**src/hw/mfs_consts.vh**
```
// Purpose: shared constants of the multichannel filter stream port logic
// Assumes: single clock, one channel sequence per packet
// Notes: widths fixed at build values
`ifndef MFS_CONSTS_VH
`define MFS_CONSTS_VH

// =====================================================
// Build shape
`define MFS_NUM_IF 2
`define MFS_CH_PER_IF 4
`define MFS_CH_W 2
`define MFS_MAX_CH_TOTAL 1024
`define MFS_IN_W 16
`define MFS_OUT_W 16
`define MFS_RATE_W 3
`define MFS_RATE_MIN 3'h2

// =====================================================
// Error codes
`define MFS_ERR_NONE 2'h0
`define MFS_ERR_NO_SOP 2'h1
`define MFS_ERR_NO_EOP 2'h2
`define MFS_ERR_OTHER 2'h3

// =====================================================
// Channel and phase constants
`define MFS_CH_ZERO 2'h0
`define MFS_CH_LAST 2'h3
`define MFS_PH_ZERO 3'h0
`define MFS_PH_ONE 3'h1

`endif

```
**src/hw/mfs_acc_lane.v**
```verilog
// Purpose: per-channel accumulate-and-dump lane, one interface slice
// Assumes: channel index from the sequencer, in step with the sample
// Notes: stands in for the filter arithmetic; sums rate samples per channel
`timescale 1ns/1ps
`include "mfs_consts.vh"

module mfs_acc_lane (
  // Clock and reset
  input wire sys_clk,
  input wire rst,
  // Sample in
  input wire take,
  input wire dump,
  input wire [`MFS_CH_W-1:0] chan,
  input wire signed [`MFS_IN_W-1:0] sample,
  // Result
  output reg signed [`MFS_OUT_W-1:0] result_reg
);

  // =====================================================
  // Per-channel store
  reg signed [`MFS_OUT_W-1:0] acc_mem [0:`MFS_CH_PER_IF-1];
  wire signed [`MFS_OUT_W-1:0] sum_w;
  integer i;

  assign sum_w = acc_mem[chan] + sample;

  always @(posedge sys_clk or posedge rst) begin
    if (rst) begin
      for (i = 0; i < `MFS_CH_PER_IF; i = i + 1) begin
        acc_mem[i] <= {`MFS_OUT_W{1'b0}};
      end
      result_reg <= {`MFS_OUT_W{1'b0}};
    end else if (take) begin
      if (dump) begin
        acc_mem[chan] <= {`MFS_OUT_W{1'b0}};
        result_reg <= sum_w;
      end else begin
        acc_mem[chan] <= sum_w;
      end
    end
  end

endmodule

```
**src/hw/mfs_frame_check.v**
```verilog
// Purpose: packet framing checker for the sink port
// Assumes: packet spans channels 0 to last, sop on 0 and eop on last
// Notes: reports a code per accepted beat; upstream code wins if nonzero
`timescale 1ns/1ps
`include "mfs_consts.vh"

module mfs_frame_check (
  // Clock and reset
  input wire sys_clk,
  input wire rst,
  // Accepted beat
  input wire take,
  input wire sop,
  input wire eop,
  input wire [1:0] err_in,
  // Sequencing
  output reg [`MFS_CH_W-1:0] chan_reg,
  output reg [1:0] err_code
);

  wire at_last;
  reg [`MFS_CH_W-1:0] chan_next;

  assign at_last = (chan_reg == `MFS_CH_LAST);

  // Error code for this beat
  always @* begin
    err_code = `MFS_ERR_NONE;
    if (err_in != `MFS_ERR_NONE) begin
      err_code = err_in;
    end else if (eop && !at_last && !sop) begin
      err_code = `MFS_ERR_OTHER;
    end else if (at_last && !eop) begin
      err_code = `MFS_ERR_NO_EOP;
    end else if (chan_reg == `MFS_CH_ZERO && !sop) begin
      err_code = `MFS_ERR_NO_SOP;
    end
  end

  // Sop forces channel 0; eop or last channel wraps
  always @* begin
    chan_next = chan_reg;
    if (take) begin
      if (eop || (sop ? (`MFS_CH_ZERO == `MFS_CH_LAST) : at_last)) begin
        chan_next = `MFS_CH_ZERO;
      end else if (sop) begin
        chan_next = `MFS_CH_ZERO + 2'h1;
      end else begin
        chan_next = chan_reg + 2'h1;
      end
    end
  end

  always @(posedge sys_clk or posedge rst) begin
    if (rst) begin
      chan_reg <= `MFS_CH_ZERO;
    end else begin
      chan_reg <= chan_next;
    end
  end

endmodule

```
**src/hw/mfs_stream_top.v**
```verilog
// Purpose: stream sink and source ports of a multichannel decimator
// Assumes: many inputs one output build, zero ready latency both sides
// Notes: one output beat carries all interfaces; channel = sample slot
//
// Operation
// Both ports accept a beat in the same cycle ready and valid are high.
// A beat moves only when both ready and valid are high.
// A stalled source holds its data and valid until ready.
// Sink carries one symbol per interface; source carries one per beat; here each output beat carries one symbol per interface.
// Interface 0 sits in the most significant slice of a combined bus.
// Input error codes: 00 none, 01 no sop, 10 no eop, 11 other.
// Output error uses same codes; other faults are marked 11.
// All registers run on the single clock; clock enable is optional.
// Controlling logic resets the block before presenting samples.
// Source raises input eop with the last channel's sample.
// A sample with input sop belongs to channel 0.
// With input valid low, processing halts until valid returns.
// Source never asserts valid while clock enable is low.
// Input ready is high only when a sample can be accepted.
// Each result carries the channel index it belongs to.
// Output sop is high exactly for channel 0 results.
// Output eop is high exactly for last-channel results.
// Downstream drives output ready to apply backpressure.
// Output valid is high only while a result is held.
// Rate input picks the decimation factor and may change at run time.
// Interfaces times channels per interface may not exceed 1024.
// Reset clears filter state and sequencing and holds output valid low.
`timescale 1ns/1ps
`include "mfs_consts.vh"

module mfs_stream_top (
  // Clock and reset
  input wire sys_clk,
  input wire rst,
  // Rate select
  input wire [`MFS_RATE_W-1:0] rate,
  // Sink port
  input wire [`MFS_NUM_IF*`MFS_IN_W-1:0] combined_input_bus,
  input wire in_valid,
  input wire in_sop,
  input wire in_eop,
  input wire [1:0] in_error,
  output wire in_ready,
  // Source port
  output wire [`MFS_NUM_IF*`MFS_OUT_W-1:0] combined_output_bus,
  output reg [`MFS_CH_W-1:0] out_channel_reg,
  output reg out_sop_reg,
  output reg out_eop_reg,
  output reg [1:0] out_error_reg,
  output reg out_valid_reg,
  input wire out_ready
);

  // =====================================================
  // Build check
  localparam TOTAL_CH = `MFS_NUM_IF * `MFS_CH_PER_IF;
  localparam BUILD_OK = (TOTAL_CH <= `MFS_MAX_CH_TOTAL) ? 1 : 0;
  // Width of this check wire comes from the product limit check
  wire [BUILD_OK-1:0] build_ok_w;
  assign build_ok_w = 1'b1;

  // =====================================================
  // Handshake
  wire take;
  wire dump;
  wire out_fire;
  wire out_free;
  wire [`MFS_CH_W-1:0] chan;
  wire [1:0] beat_err;

  assign out_fire = out_valid_reg & out_ready;
  // Room if output empty or draining this cycle; zero ready latency
  assign out_free = !out_valid_reg | out_ready;
  // Input only stalls when a dump has no place to go
  assign in_ready = out_free | !dump;
  assign take = in_valid & in_ready;

  // =====================================================
  // Rate phase
  // Phase advances once per packet; rate sampled on the last beat of a decimation period
  reg [`MFS_RATE_W-1:0] phase_reg;
  reg [`MFS_RATE_W-1:0] phase_next;
  reg [`MFS_RATE_W-1:0] rate_reg;
  reg [`MFS_RATE_W-1:0] rate_next;
  wire pkt_end;
  wire [`MFS_RATE_W-1:0] rate_eff;

  // Below-minimum factors are clamped rather than stalling the chain
  assign rate_eff = (rate < `MFS_RATE_MIN) ? `MFS_RATE_MIN : rate;
  assign pkt_end = (chan == `MFS_CH_LAST) | in_eop;
  assign dump = (phase_reg == rate_reg - `MFS_PH_ONE);

  always @* begin
    phase_next = phase_reg;
    rate_next = rate_reg;
    if (take && pkt_end) begin
      if (dump) begin
        phase_next = `MFS_PH_ZERO;
        rate_next = rate_eff;
      end else begin
        phase_next = phase_reg + `MFS_PH_ONE;
      end
    end
  end

  always @(posedge sys_clk or posedge rst) begin
    if (rst) begin
      phase_reg <= `MFS_PH_ZERO;
      rate_reg <= `MFS_RATE_MIN;
    end else begin
      phase_reg <= phase_next;
      rate_reg <= rate_next;
    end
  end

  // =====================================================
  // Framing and channel sequencing
  mfs_frame_check u_frame (
    .sys_clk(sys_clk),
    .rst(rst),
    .take(take),
    .sop(in_sop),
    .eop(in_eop),
    .err_in(in_error),
    .chan_reg(chan),
    .err_code(beat_err)
  );

  // Sop overrides the running count
  wire [`MFS_CH_W-1:0] beat_chan;
  assign beat_chan = in_sop ? `MFS_CH_ZERO : chan;

  // Sticky error across a decimation period, reported with the result
  reg [1:0] err_reg;
  reg [1:0] err_next;
  always @* begin
    err_next = err_reg;
    if (take) begin
      if (dump) begin
        err_next = `MFS_ERR_NONE;
      end else if (beat_err != `MFS_ERR_NONE) begin
        err_next = beat_err;
      end
    end
  end

  always @(posedge sys_clk or posedge rst) begin
    if (rst) begin
      err_reg <= `MFS_ERR_NONE;
    end else begin
      err_reg <= err_next;
    end
  end

  // =====================================================
  // Lanes, interface 0 in the top slice
  genvar g;
  generate
    for (g = 0; g < `MFS_NUM_IF; g = g + 1) begin : lane
      localparam integer ILO = (`MFS_NUM_IF - 1 - g) * `MFS_IN_W;
      localparam integer OLO = (`MFS_NUM_IF - 1 - g) * `MFS_OUT_W;
      wire signed [`MFS_OUT_W-1:0] res;
      mfs_acc_lane u_lane (
        .sys_clk(sys_clk),
        .rst(rst),
        .take(take),
        .dump(dump),
        .chan(beat_chan),
        .sample(combined_input_bus[ILO +: `MFS_IN_W]),
        .result_reg(res)
      );
      assign combined_output_bus[OLO +: `MFS_OUT_W] = res;
    end
  endgenerate

  // =====================================================
  // Source port
  // Lane results and tags load together on a dump beat, held under stall
  always @(posedge sys_clk or posedge rst) begin
    if (rst) begin
      out_valid_reg <= 1'b0;
      out_channel_reg <= `MFS_CH_ZERO;
      out_sop_reg <= 1'b0;
      out_eop_reg <= 1'b0;
      out_error_reg <= `MFS_ERR_NONE;
    end else if (take && dump) begin
      out_valid_reg <= 1'b1;
      out_channel_reg <= beat_chan;
      out_sop_reg <= (beat_chan == `MFS_CH_ZERO);
      out_eop_reg <= (beat_chan == `MFS_CH_LAST);
      out_error_reg <= (beat_err != `MFS_ERR_NONE) ? beat_err : err_reg;
    end else if (out_fire) begin
      out_valid_reg <= 1'b0;
    end
  end

endmodule

```
**config.mk**
```make
export PLATFORM = sky130hd
export DESIGN_NAME = mfs_stream_top
export DESIGN_NICKNAME = d
export VERILOG_FILES = /design/src/hw/mfs_acc_lane.v /design/src/hw/mfs_frame_check.v /design/src/hw/mfs_stream_top.v
export VERILOG_INCLUDE_DIRS = /design/src /design/src/hw
export SDC_FILE = /design/constraint.sdc
export NUM_CORES = 1
export LEC_CHECK = 0
export ABC_AREA = 0
export BUFFER_PORTS_ARGS = -buffer_cell sky130_fd_sc_hd__buf_2
export CORE_MARGIN = 5
export CORE_UTILIZATION = 35
export DETAILED_ROUTE_END_ITERATION = 6
export GPL_TIMING_DRIVEN = 0
export PLACE_DENSITY = 0.6
export SETUP_SLACK_MARGIN = 0.2
export SYNTH_ARGS = -nofsm -noshare
export SYNTH_HDL_FRONTEND = slang
export SYNTH_SLANG_ARGS = --single-unit
export TNS_END_PERCENT = 1
```
**constraint.sdc**
```tcl
create_clock -name sys_clk -period 4.7 [get_ports sys_clk]
set_input_delay 0 -clock sys_clk [delete_from_list [all_inputs] [get_ports sys_clk]]
set_output_delay 0 -clock sys_clk [all_outputs]
set_load 0.01 [all_outputs]
```
==> Word level (Yosys, flattened, before mapping) <==
Index checks and enable logic that the tools add are counted.
{ "word_totals": {"register_bits": 177, "inputBits": 43, "out_inout_bits": 40, "elab_cells": 85} }
{ "classes": {"add_sub_neg": 5, "order_cmp": 3, "eq_ne": 3, "muxes": 26, "bitwise": 9, "n_reduce_logical": 20} }
{ "op_table": {"columns": ["operator", "count"], "rows": [
  ["$and A64 B64 Y64", 2],
  ["$bwmux W64", 2],
  ["$mux W64", 2],
  ["$mux W16", 5],
  ["$bmux W16 S2", 2],
  ["$not A64 Y64", 1],
  ["$add A16 B16 Y16", 2],
  ["$demux W16 S2", 1],
  ["$mux W2", 8],
  ["$logic_and A1 B1 Y1", 7],
  ["$mux W3", 2],
  ["$reduce_bool A2 Y1", 3],
  ["$logic_not A1 Y1", 5],
  ["$eq A2 B2 Y1 const B", 2],
  ["$logic_not A2 Y1", 2],
  ["$mux W1", 4],
  ["$reduce_and A2 Y1", 2],
  ["$add A3 B1 Y3 const B", 1],
  ["$eq A3 B3 Y1", 1],
  ["$ge A3 B3 Y1 const B", 1],
  ["$lt A3 B1 Y1 const B", 1],
  ["$lt A3 B2 Y1 const B", 1],
  ["$not A2 Y3", 1],
  ["$or A1 B1 Y1", 3],
  ["other kinds (4)", 5]
]} }

==> Depth between registers and ports, before layout <==
Gate-level depths: netlist of the first run.
{ "logic_depth": {"ltp_word": 9, "depth_mapped": 16} }

==> Hierarchy <==
Synthesis of the first run repeated with hierarchy kept, for this count alone.
{ "hier_totals": {"hier_cells": 915, "area_unflattened_um2": 9517.9} }
{ "modules_own_cells": {"columns": ["module", "instances", "cells_per_inst", "area_each_um2", "seq_area_each_um2"], "rows": [
  ["mfs_acc_lane (lane[1].u_lane)", 1, 442, 4439.3, 2001.9],
  ["mfs_acc_lane (lane[0].u_lane)", 1, 384, 4092.7, 2001.9],
  ["mfs_stream_top", 1, 70, 804.5, 376.6],
  ["mfs_frame_check", 1, 19, 181.4, 50.0]
]} }

==> Worst setup path before layout of the first run <==
OpenSTA, ideal clock, no wires.
{ "synth_path": {"kind": "register to register", "startpoint": "reg u_frame.chan_reg[1]", "endpoint": "reg lane[1].u_lane.result_reg[12]", "t_arrival_ns": 3.326, "required_ns": 4.635, "setup_slack_ns": 1.309, "path_stages_with_launch": 17, "n_path_buf": 3, "synth_period_minus_slack_ns": 3.391, "path_cell_list": "dfrtp_1 buf_2 inv_1 nand2_1 clkbuf_1 buf_1 o22ai_1 nor2_1 ha_1 inv_1 fa_1 nand2b_1 a21oi_1 o2111ai_1 o21ai_0 xor2_1 mux2_2"} }
{ "synth_via": {"elab_chain_cells": 6} }
{ "synth_rtl": {"columns": ["item", "line_no", "rtl"], "rows": [
  ["from (decl)", "mfs_frame_check.v:17", "output reg [`MFS_CH_W-1:0] chan_reg,"],
  ["from (signal assigned)", "mfs_frame_check.v:56", "chan_reg <= `MFS_CH_ZERO;"],
  ["from (signal assigned)", "mfs_frame_check.v:58", "chan_reg <= chan_next;"],
  ["$mux W2", "mfs_stream_top.v:131", "assign beat_chan = in_sop ? `MFS_CH_ZERO : chan;"],
  ["$not A2 Y3 (not written as such)", "mfs_acc_lane.v:26", "assign sum_w = acc_mem[chan] + sample;"],
  ["$bmux W16 S2", "mfs_acc_lane.v:26", null],
  ["$mux W16 (not written as such) (2 in a row)", "mfs_acc_lane.v:26", null],
  ["$add A16 B16 Y16", "mfs_acc_lane.v:26", null],
  ["to (signal assigned)", "mfs_acc_lane.v:33", "result_reg <= {`MFS_OUT_W{1'b0}};"],
  ["to (signal assigned)", "mfs_acc_lane.v:37", "result_reg <= sum_w;"],
  ["to (decl)", "mfs_acc_lane.v:17", "output reg signed [`MFS_OUT_W-1:0] result_reg"]
]} }
Every way passes these cells. The select of a mux whose other input is x is not followed.
A chain may end at the register's enable or synchronous reset.

==> Worst setup path after layout of the first run <==
{ "layout_path": {"startpoint": "reg u_frame.chan_reg[1]", "endpoint": "reg lane[1].u_lane.result_reg[14]"} }
Same word-level chain as after synthesis.

==> results of run 1 <==
==> through the flow <==
stage               setup slack [ps]  total power (µW)
CTS                              257              7330
global route                    4.82              7910
floorplan                       1310              4750
detailed placement              -189              5900
finish                           275              7350
global placement                -213              5820
==> cells in the final DEF, fill, tap and decap left out, types with 5 or more instances in the layout <==
master,synthesis,layout
a211oi_1,7,7
o31ai_1,29,29
a21oi_1,28,28
nand2_1,169,169
buf_6,5,5
dfrtp_1,176,176
a22o_1,19,19
nor2_1,52,52
dlygate4sd3_1,0,10
o211ai_1,5,5
clkbuf_16,0,17
o22ai_1,56,56
ha_1,40,40
a21o_1,6,6
xor2_1,11,11
mux2_2,18,18
buf_2,6,88
xnor2_1,22,20
o21ai_0,122,122
buf_4,15,15
clkbuf_2,1,5
nand2b_1,11,11
o21a_1,5,5
inv_1,18,17
buf_12,0,5
nand3_1,5,5
clkbuf_1,27,23
==> critical path, stage by stage (launching register included) <==
cell	delay [ps]
dfrtp_1	350
buf_2	200
inv_1	140
nand2_1	190
clkbuf_2	360
buf_2	400
o22ai_1	140
nor2_1	160
ha_1	220
inv_1	70
fa_1	420
nand2b_1	180
a21oi_1	250
o2111ai_1	260
a32oi_1	320
xnor2_1	420
o21ai_0	190
==> what timing repair did <==
item / 4_1_cts / 5_1_grt
gates resized for setup: 5 / 3
hold endpoints to repair: 124 / 0
hold buffers: 10 / 0
setup buffers: 0 / 0
endpoints found under the setup margin: 45 / 31
==> logic make-up after synthesis <==
family,count (synthesis),share of synthesized area (%)
multiplexers,21,2.61
flip-flops,177,49.7
AO/OA/AOI/OAI,309,21.6
XOR/XNOR,34,3.51
AND/OR/NAND/NOR,260,12.3
adder cells (fa/ha/maj),42,6.07
buffers and inverters,73,4.23
==> layer usage <==
metal,wire (µm),part of all wire (%),track usage [%],up-vias
li1,-,-,-,3494
met1,12600,45,27.9,3669
met2,12900,46,31.2,254
met3,2080,7.4,4.89,33
met4,492,1.8,5.32,0
met5,0,0,0,-
==> layout make-up <==
class | count | area [µm²] | share of cell area, %
Tap cell | 330 | 413 | 3.92
Sequential cell | 177 | 4430 | 42.0
Timing Repair Buffer | 96 | 606 | 5.74
Buffer | 55 | 315 | 2.99
Clock buffer | 18 | 439 | 4.17
Multi-Input combinational cell | 666 | 4120 | 39.1
Inverter | 18 | 71.3 | 0.677
Clock inverter | 14 | 145 | 1.38
==> power breakdown <==
part	total [µW]	switching [µW]	internal, µW
clock network	1430	671	763
logic	3380	2130	1250
registers	2540	348	2190
==> worst paths after layout <==
| check | from | end | slack, ps | depth (start not counted) |
|---|---|---|---|---|
| setup / recovery | u_frame.chan_reg[1] | lane[1].u_lane.result_reg[14] | 270 | 16 |
| hold / removal | in_error[0] | out_error_reg[0] | 20 | 4 |
| setup reg to reg | u_frame.chan_reg[1] | lane[1].u_lane.result_reg[14] | 270 | 16 |
| hold reg to reg | out_sop_reg | out_sop_reg | 470 | 2 |
| max in group asynchronous | rst | lane[0].u_lane.acc_mem[12] | 3820 | 5 |
| min in group asynchronous | rst | err_reg[1] | 110 | 3 |
==> impl_metrics.ini, run 1 <==
[die]
dieWidth_um = 170
design.portCount = 83
floorplan.initialDensity_pct = 35.5
die_height_um = 170
floorplan.core_area_um2 = 25100
fp-row-count = 58
die_area_um2 = 28700

[timing]
timing_max_transition_violations_final = 0
number_of_endpoints_failing_setup_at_the_final_stage = 0
holdWs_ps = 16.8
timing.setup.tns_ps = 0
max_slew.worst_pin.slew_ps = 893
max_slew_margin_pct = 40.5
report.final.hold_viol_count = 0
timing.fmax_mhz = 226
final.setup_skew_ps = 15.9
rsz0062_at_grt = yes
final.min_clock_period_ps = 4430
final.period_utilization_pct = 94.2

[detailed_routing]
routed_length_per_instance_um = 20.5
drt_wl_total_um = 28100
detail-route-antenna-nets = 0
initial_detailed_routing_violation_count = 599
dr.pass1.iters = 5
drc = 0
via_per_inst = 5.42
vias = 7450

[placed_design]
instance_area_after_placement_um2 = 9830
dp.final_hpwl_um = 20000
placed_cells_incl_taps = 1332
gp_congestion = 0.846
place.port_buffers = 81

[logic_synthesis]
post_synth_inst_count = 916
syn_nets = 1001
ys.flop_type = dfrtp_1
yosysMostFrequentCell = dfrtp_1
synth_top_area_cell = dfrtp_1
synth_sequential_area_ratio_pct = 49.7
synth_top_area_share_pct = 49.5
netlist_area_um2 = 8910
postSynth.asyncResetShare_pct = 100
netlist-cell-type-count = 57
synth_warnings = 0
synth-edff-count = 0
synth_top_cells_by_area = dfrtp_1 (49%), nand2_1 (7.1%), o21ai_0 (6.9%), ha_1 (5.6%), o22ai_1 (3.9%)
synthTopCellsByCount = dfrtp_1 (176), nand2_1 (169), o21ai_0 (122)
synth.ff_latch_count = 177
syn_avg_cell_area_um2 = 9.72

[finish]
final_cells = 1374
nets = 1116
drive_above_1_share_pct = 17.1
area.growth.synth_to_final_pct = 18.4
largest_reg_flops = 128
fillerInstances = 2511
finalInstanceArea_um2 = 10500
finalCoreUtilization_pct = 42.0
insertedDiodeCount = 0

[setup_path]
endpoint_kind = flop
crit_type = flop to flop
data_required_time_at_the_worst_endpoint_ps = 4990
worstPathArrival_ps = 4720
crit_fanout = 10
startpoint_type = flop

[clock_tree]
clkLatencyLatePin_ps = 450
numCtsBuffers = 17
cts.reportedPaths.clkPinSlew_ps = 70
max-clock-path-buffers = 2
h-tree-depth = 4
tritoncts_num_sinks = 177
cts-root-buf = clkbuf_16
cts_tree = built

[flow_run]
cap_viol_max_count = 0

[power_and_ir_drop]
pwr_density_cell_nw_per_um2 = 697
total_leakage_power_uw = 0.00491
power.ir.vdd_worst_v = 0.000288

[worst_hold_path]
holdCritPathClass = primary input to flop

[grt]
number_of_global_route_vias_before_repair = 7439
gr-total-overflow = 0
grt_usage_pct = 20.0
grt_first_pass_wirelength_um = 43800
antenna_found_initial = 0
grt_max_degree = 39

[run_status]
status = finished, final reports clean
(Power assumes the default switching activity.)
==> run 2, diff against run 1 <==
--- a/config.mk
+++ b/config.mk
@@ -8,6 +8,7 @@
 export LEC_CHECK = 0
 export ABC_AREA = 0
 export BUFFER_PORTS_ARGS = -buffer_cell sky130_fd_sc_hd__buf_2
+export CORE_ASPECT_RATIO = 0.6
 export CORE_MARGIN = 5
 export CORE_UTILIZATION = 35
 export DETAILED_ROUTE_END_ITERATION = 6
==> impl_metrics.ini, run 2 (synthesis gave the netlist of run 1 again) <==
[timing]
max_slew.worst_pin.slew_ps = 877
timing.fmax_mhz = 230
timing_max_transition_violations_final = 0
final.setup_skew_ps = 14.7
report.final.hold_viol_count = 0
final.setup.worst_slack_ps = 354
timing.setup.tns_ps = 0
final.period_utilization_pct = 92.5
final.min_clock_period_ps = 4350
rsz0062_at_grt = yes
number_of_endpoints_failing_setup_at_the_final_stage = 0
max_slew_margin_pct = 41.5

[setup_path]
timing.critical_path.slowest_cell_delay_ps = 420
endpoint_kind = flop
setup.reg_to_reg.worst_slack_ps = 350
critical_path.slowest_cell = fa_1
crit_fanout = 10
worst_path_most_repeated_cell = inv_1
r2r-end = lane[1].u_lane.acc_mem[14]
crit_type = flop to flop
startpoint_type = flop
rr_worst_depth = 16
crit_family = compound AO/OA/AOI/OAI gates
worst-path-buf-inv = 5
worstPathArrival_ps = 4690
path_cells = buf_2 > inv_1 > nand2_1 > clkbuf_2 > clkbuf_4 > o22ai_1 > nor2_1 > ha_1 > inv_1 > fa_1 > nand2b_1 > a21oi_1 > o2111ai_1 > a32oi_1 > xnor2_2 > o31ai_1
r2r_start = u_frame.chan_reg[1]
data_required_time_at_the_worst_endpoint_ps = 5050

[clock_tree]
cts-root-buf = clkbuf_16
post-cts-setup-buffer-count = 0
h-tree-depth = 4
cts.reportedPaths.clkPinSlew_ps = 70
numCtsBuffers = 17
cts_tree = built
clkLatencyLatePin_ps = 450
tritoncts_num_sinks = 177
max-clock-path-buffers = 2

[detailed_routing]
vias = 7591
initial_detailed_routing_violation_count = 822
drc = 0
routed_length_per_instance_um = 21.8
via_per_inst = 5.54
drt_wl_total_um = 29800
dr.pass1.iters = 7
detail-route-antenna-nets = 0

[die]
die_height_um = 134
floorplan.initialDensity_pct = 35.4
fp-row-count = 45
floorplan.core_area_um2 = 25200
dieWidth_um = 216
design.portCount = 83
die_area_um2 = 28800

[power_and_ir_drop]
total_switching_power_uw = 3230
combinational_share_of_power_pct = 45.9
internal-power_uw = 4390
total_leakage_power_uw = 0.00493
seq_power_share_pct = 33.4
clock_power_share_pct = 20.7
power.ir.vdd_worst_v = 0.000281
power.switching_fraction_pct = 42.3
pwr_density_cell_nw_per_um2 = 720

[finish]
nets = 1114
fillerInstances = 2500
largest_reg_flops = 128
total_area_of_multi_input_combinational_cells_um2 = 4130
mostFrequentLayoutCell = dfrtp_1
area.growth.synth_to_final_pct = 18.8
drive_above_1_share_pct = 17.1
ff_latch_area_um2 = 4430
final_cell_mix = dfrtp_1 (176), nand2_1 (169), o21ai_0 (121)
finalInstanceArea_um2 = 10600
insertedDiodeCount = 0

[worst_hold_path]
min_delay_worst_endpoint = lane[0].u_lane.result_reg[0]
holdCritPathClass = primary input to flop
hold_path.startpoint = combined_input_bus[16]
holdPathStages = 3

[placed_design]
dpl_worst_slack_ps = -227
instance_area_after_placement_um2 = 9810
dp.final_hpwl_um = 21800
place.port_buffers = 81
gp_congestion = 0.873

[grt]
grt_first_pass_wirelength_um = 46300
grt_usage_pct = 21.0
number_of_global_route_vias_before_repair = 7370
grt_max_degree = 42
gr-total-overflow = 0
antenna_found_initial = 1

[flow_run]
cap_viol_max_count = 0

[run_status]
status = finished, final reports clean
## run 2: changes by cell type in the layout (fill, tap and decap cells not counted), sizes merged
cell         change
buf              -2
clkbuf           +7
bufinv           +3
clkinvlp         -1
dlygate4sd3      -1
clkinv           -1
inv              -7
## run 2: power groups by stage
stage / combinational [µW] / sequential, µW / clock [µW]
2_1_floorplan: 2200 / 2560 / 0
3_3_place_gp: 3340 / 2540 / 0
3_5_place_dp: 3410 / 2560 / 0
4_1_cts: 3440 / 2540 / 1590
5_1_grt: 3870 / 2630 / 1660
6_report: 3500 / 2540 / 1580
## run 2: timing repair
action / in CTS / in global routing
hold buffers: 9 / 0
endpoints found under the hold margin: 38 / 0
endpoints found under the setup margin: 30 / 51
resized for setup: 6 / 12
## run 2: worst min-delay path: stages
cell	delay, ps
buf_2	110
ha_1	170
mux2_2	150
## run 2: layout make-up
type / instances / area share, %
well taps: 329 / 3.89
inverters: 18 / 0.674
flip-flops and latches: 177 / 41.9
repair buffers: 94 / 5.44
clock buffers: 24 / 4.65
multi-input cells: 666 / 39.0
plain buffers: 55 / 3.05
clock inverters: 8 / 1.42
## run 2: through the flow
step / hold slack (ps) / util, % / power, µW / instances
after global routing: 19.4 / 42.0 / 8160 / 1371
after global placement: 258 / 38.6 / 5880 / 1326
after CTS: 1.58 / 41.9 / 7570 / 1371
after detailed placement: 145 / 39.0 / 5970 / 1330
final: 27.5 / 42.0 / 7620 / 1371
after floorplan: 96.9 / - / 4750 / 916
## run 2: worst max-delay path by stage
stage	start	to	cells past startpoint
detailed placement	u_frame.chan_reg[1]	lane[1].u_lane.result_reg[14]	16
finish	u_frame.chan_reg[1]	lane[1].u_lane.acc_mem[14]	16
global placement	u_frame.chan_reg[1]	lane[1].u_lane.result_reg[12]	16
global route	u_frame.chan_reg[1]	lane[1].u_lane.acc_mem[62]	16
floorplan	u_frame.chan_reg[1]	lane[1].u_lane.result_reg[12]	16
CTS	u_frame.chan_reg[0]	lane[1].u_lane.result_reg[14]	15
## run 2: layer usage
metal / track usage [%] / routed length [µm] / vias up
met5: 0 / 0 / -
met2: 28.3 / 12000 / 294
met3: 5.88 / 2660 / 16
met1: 33.3 / 15000 / 3787
li1: - / - / 3494
met4: 3.74 / 207 / 0
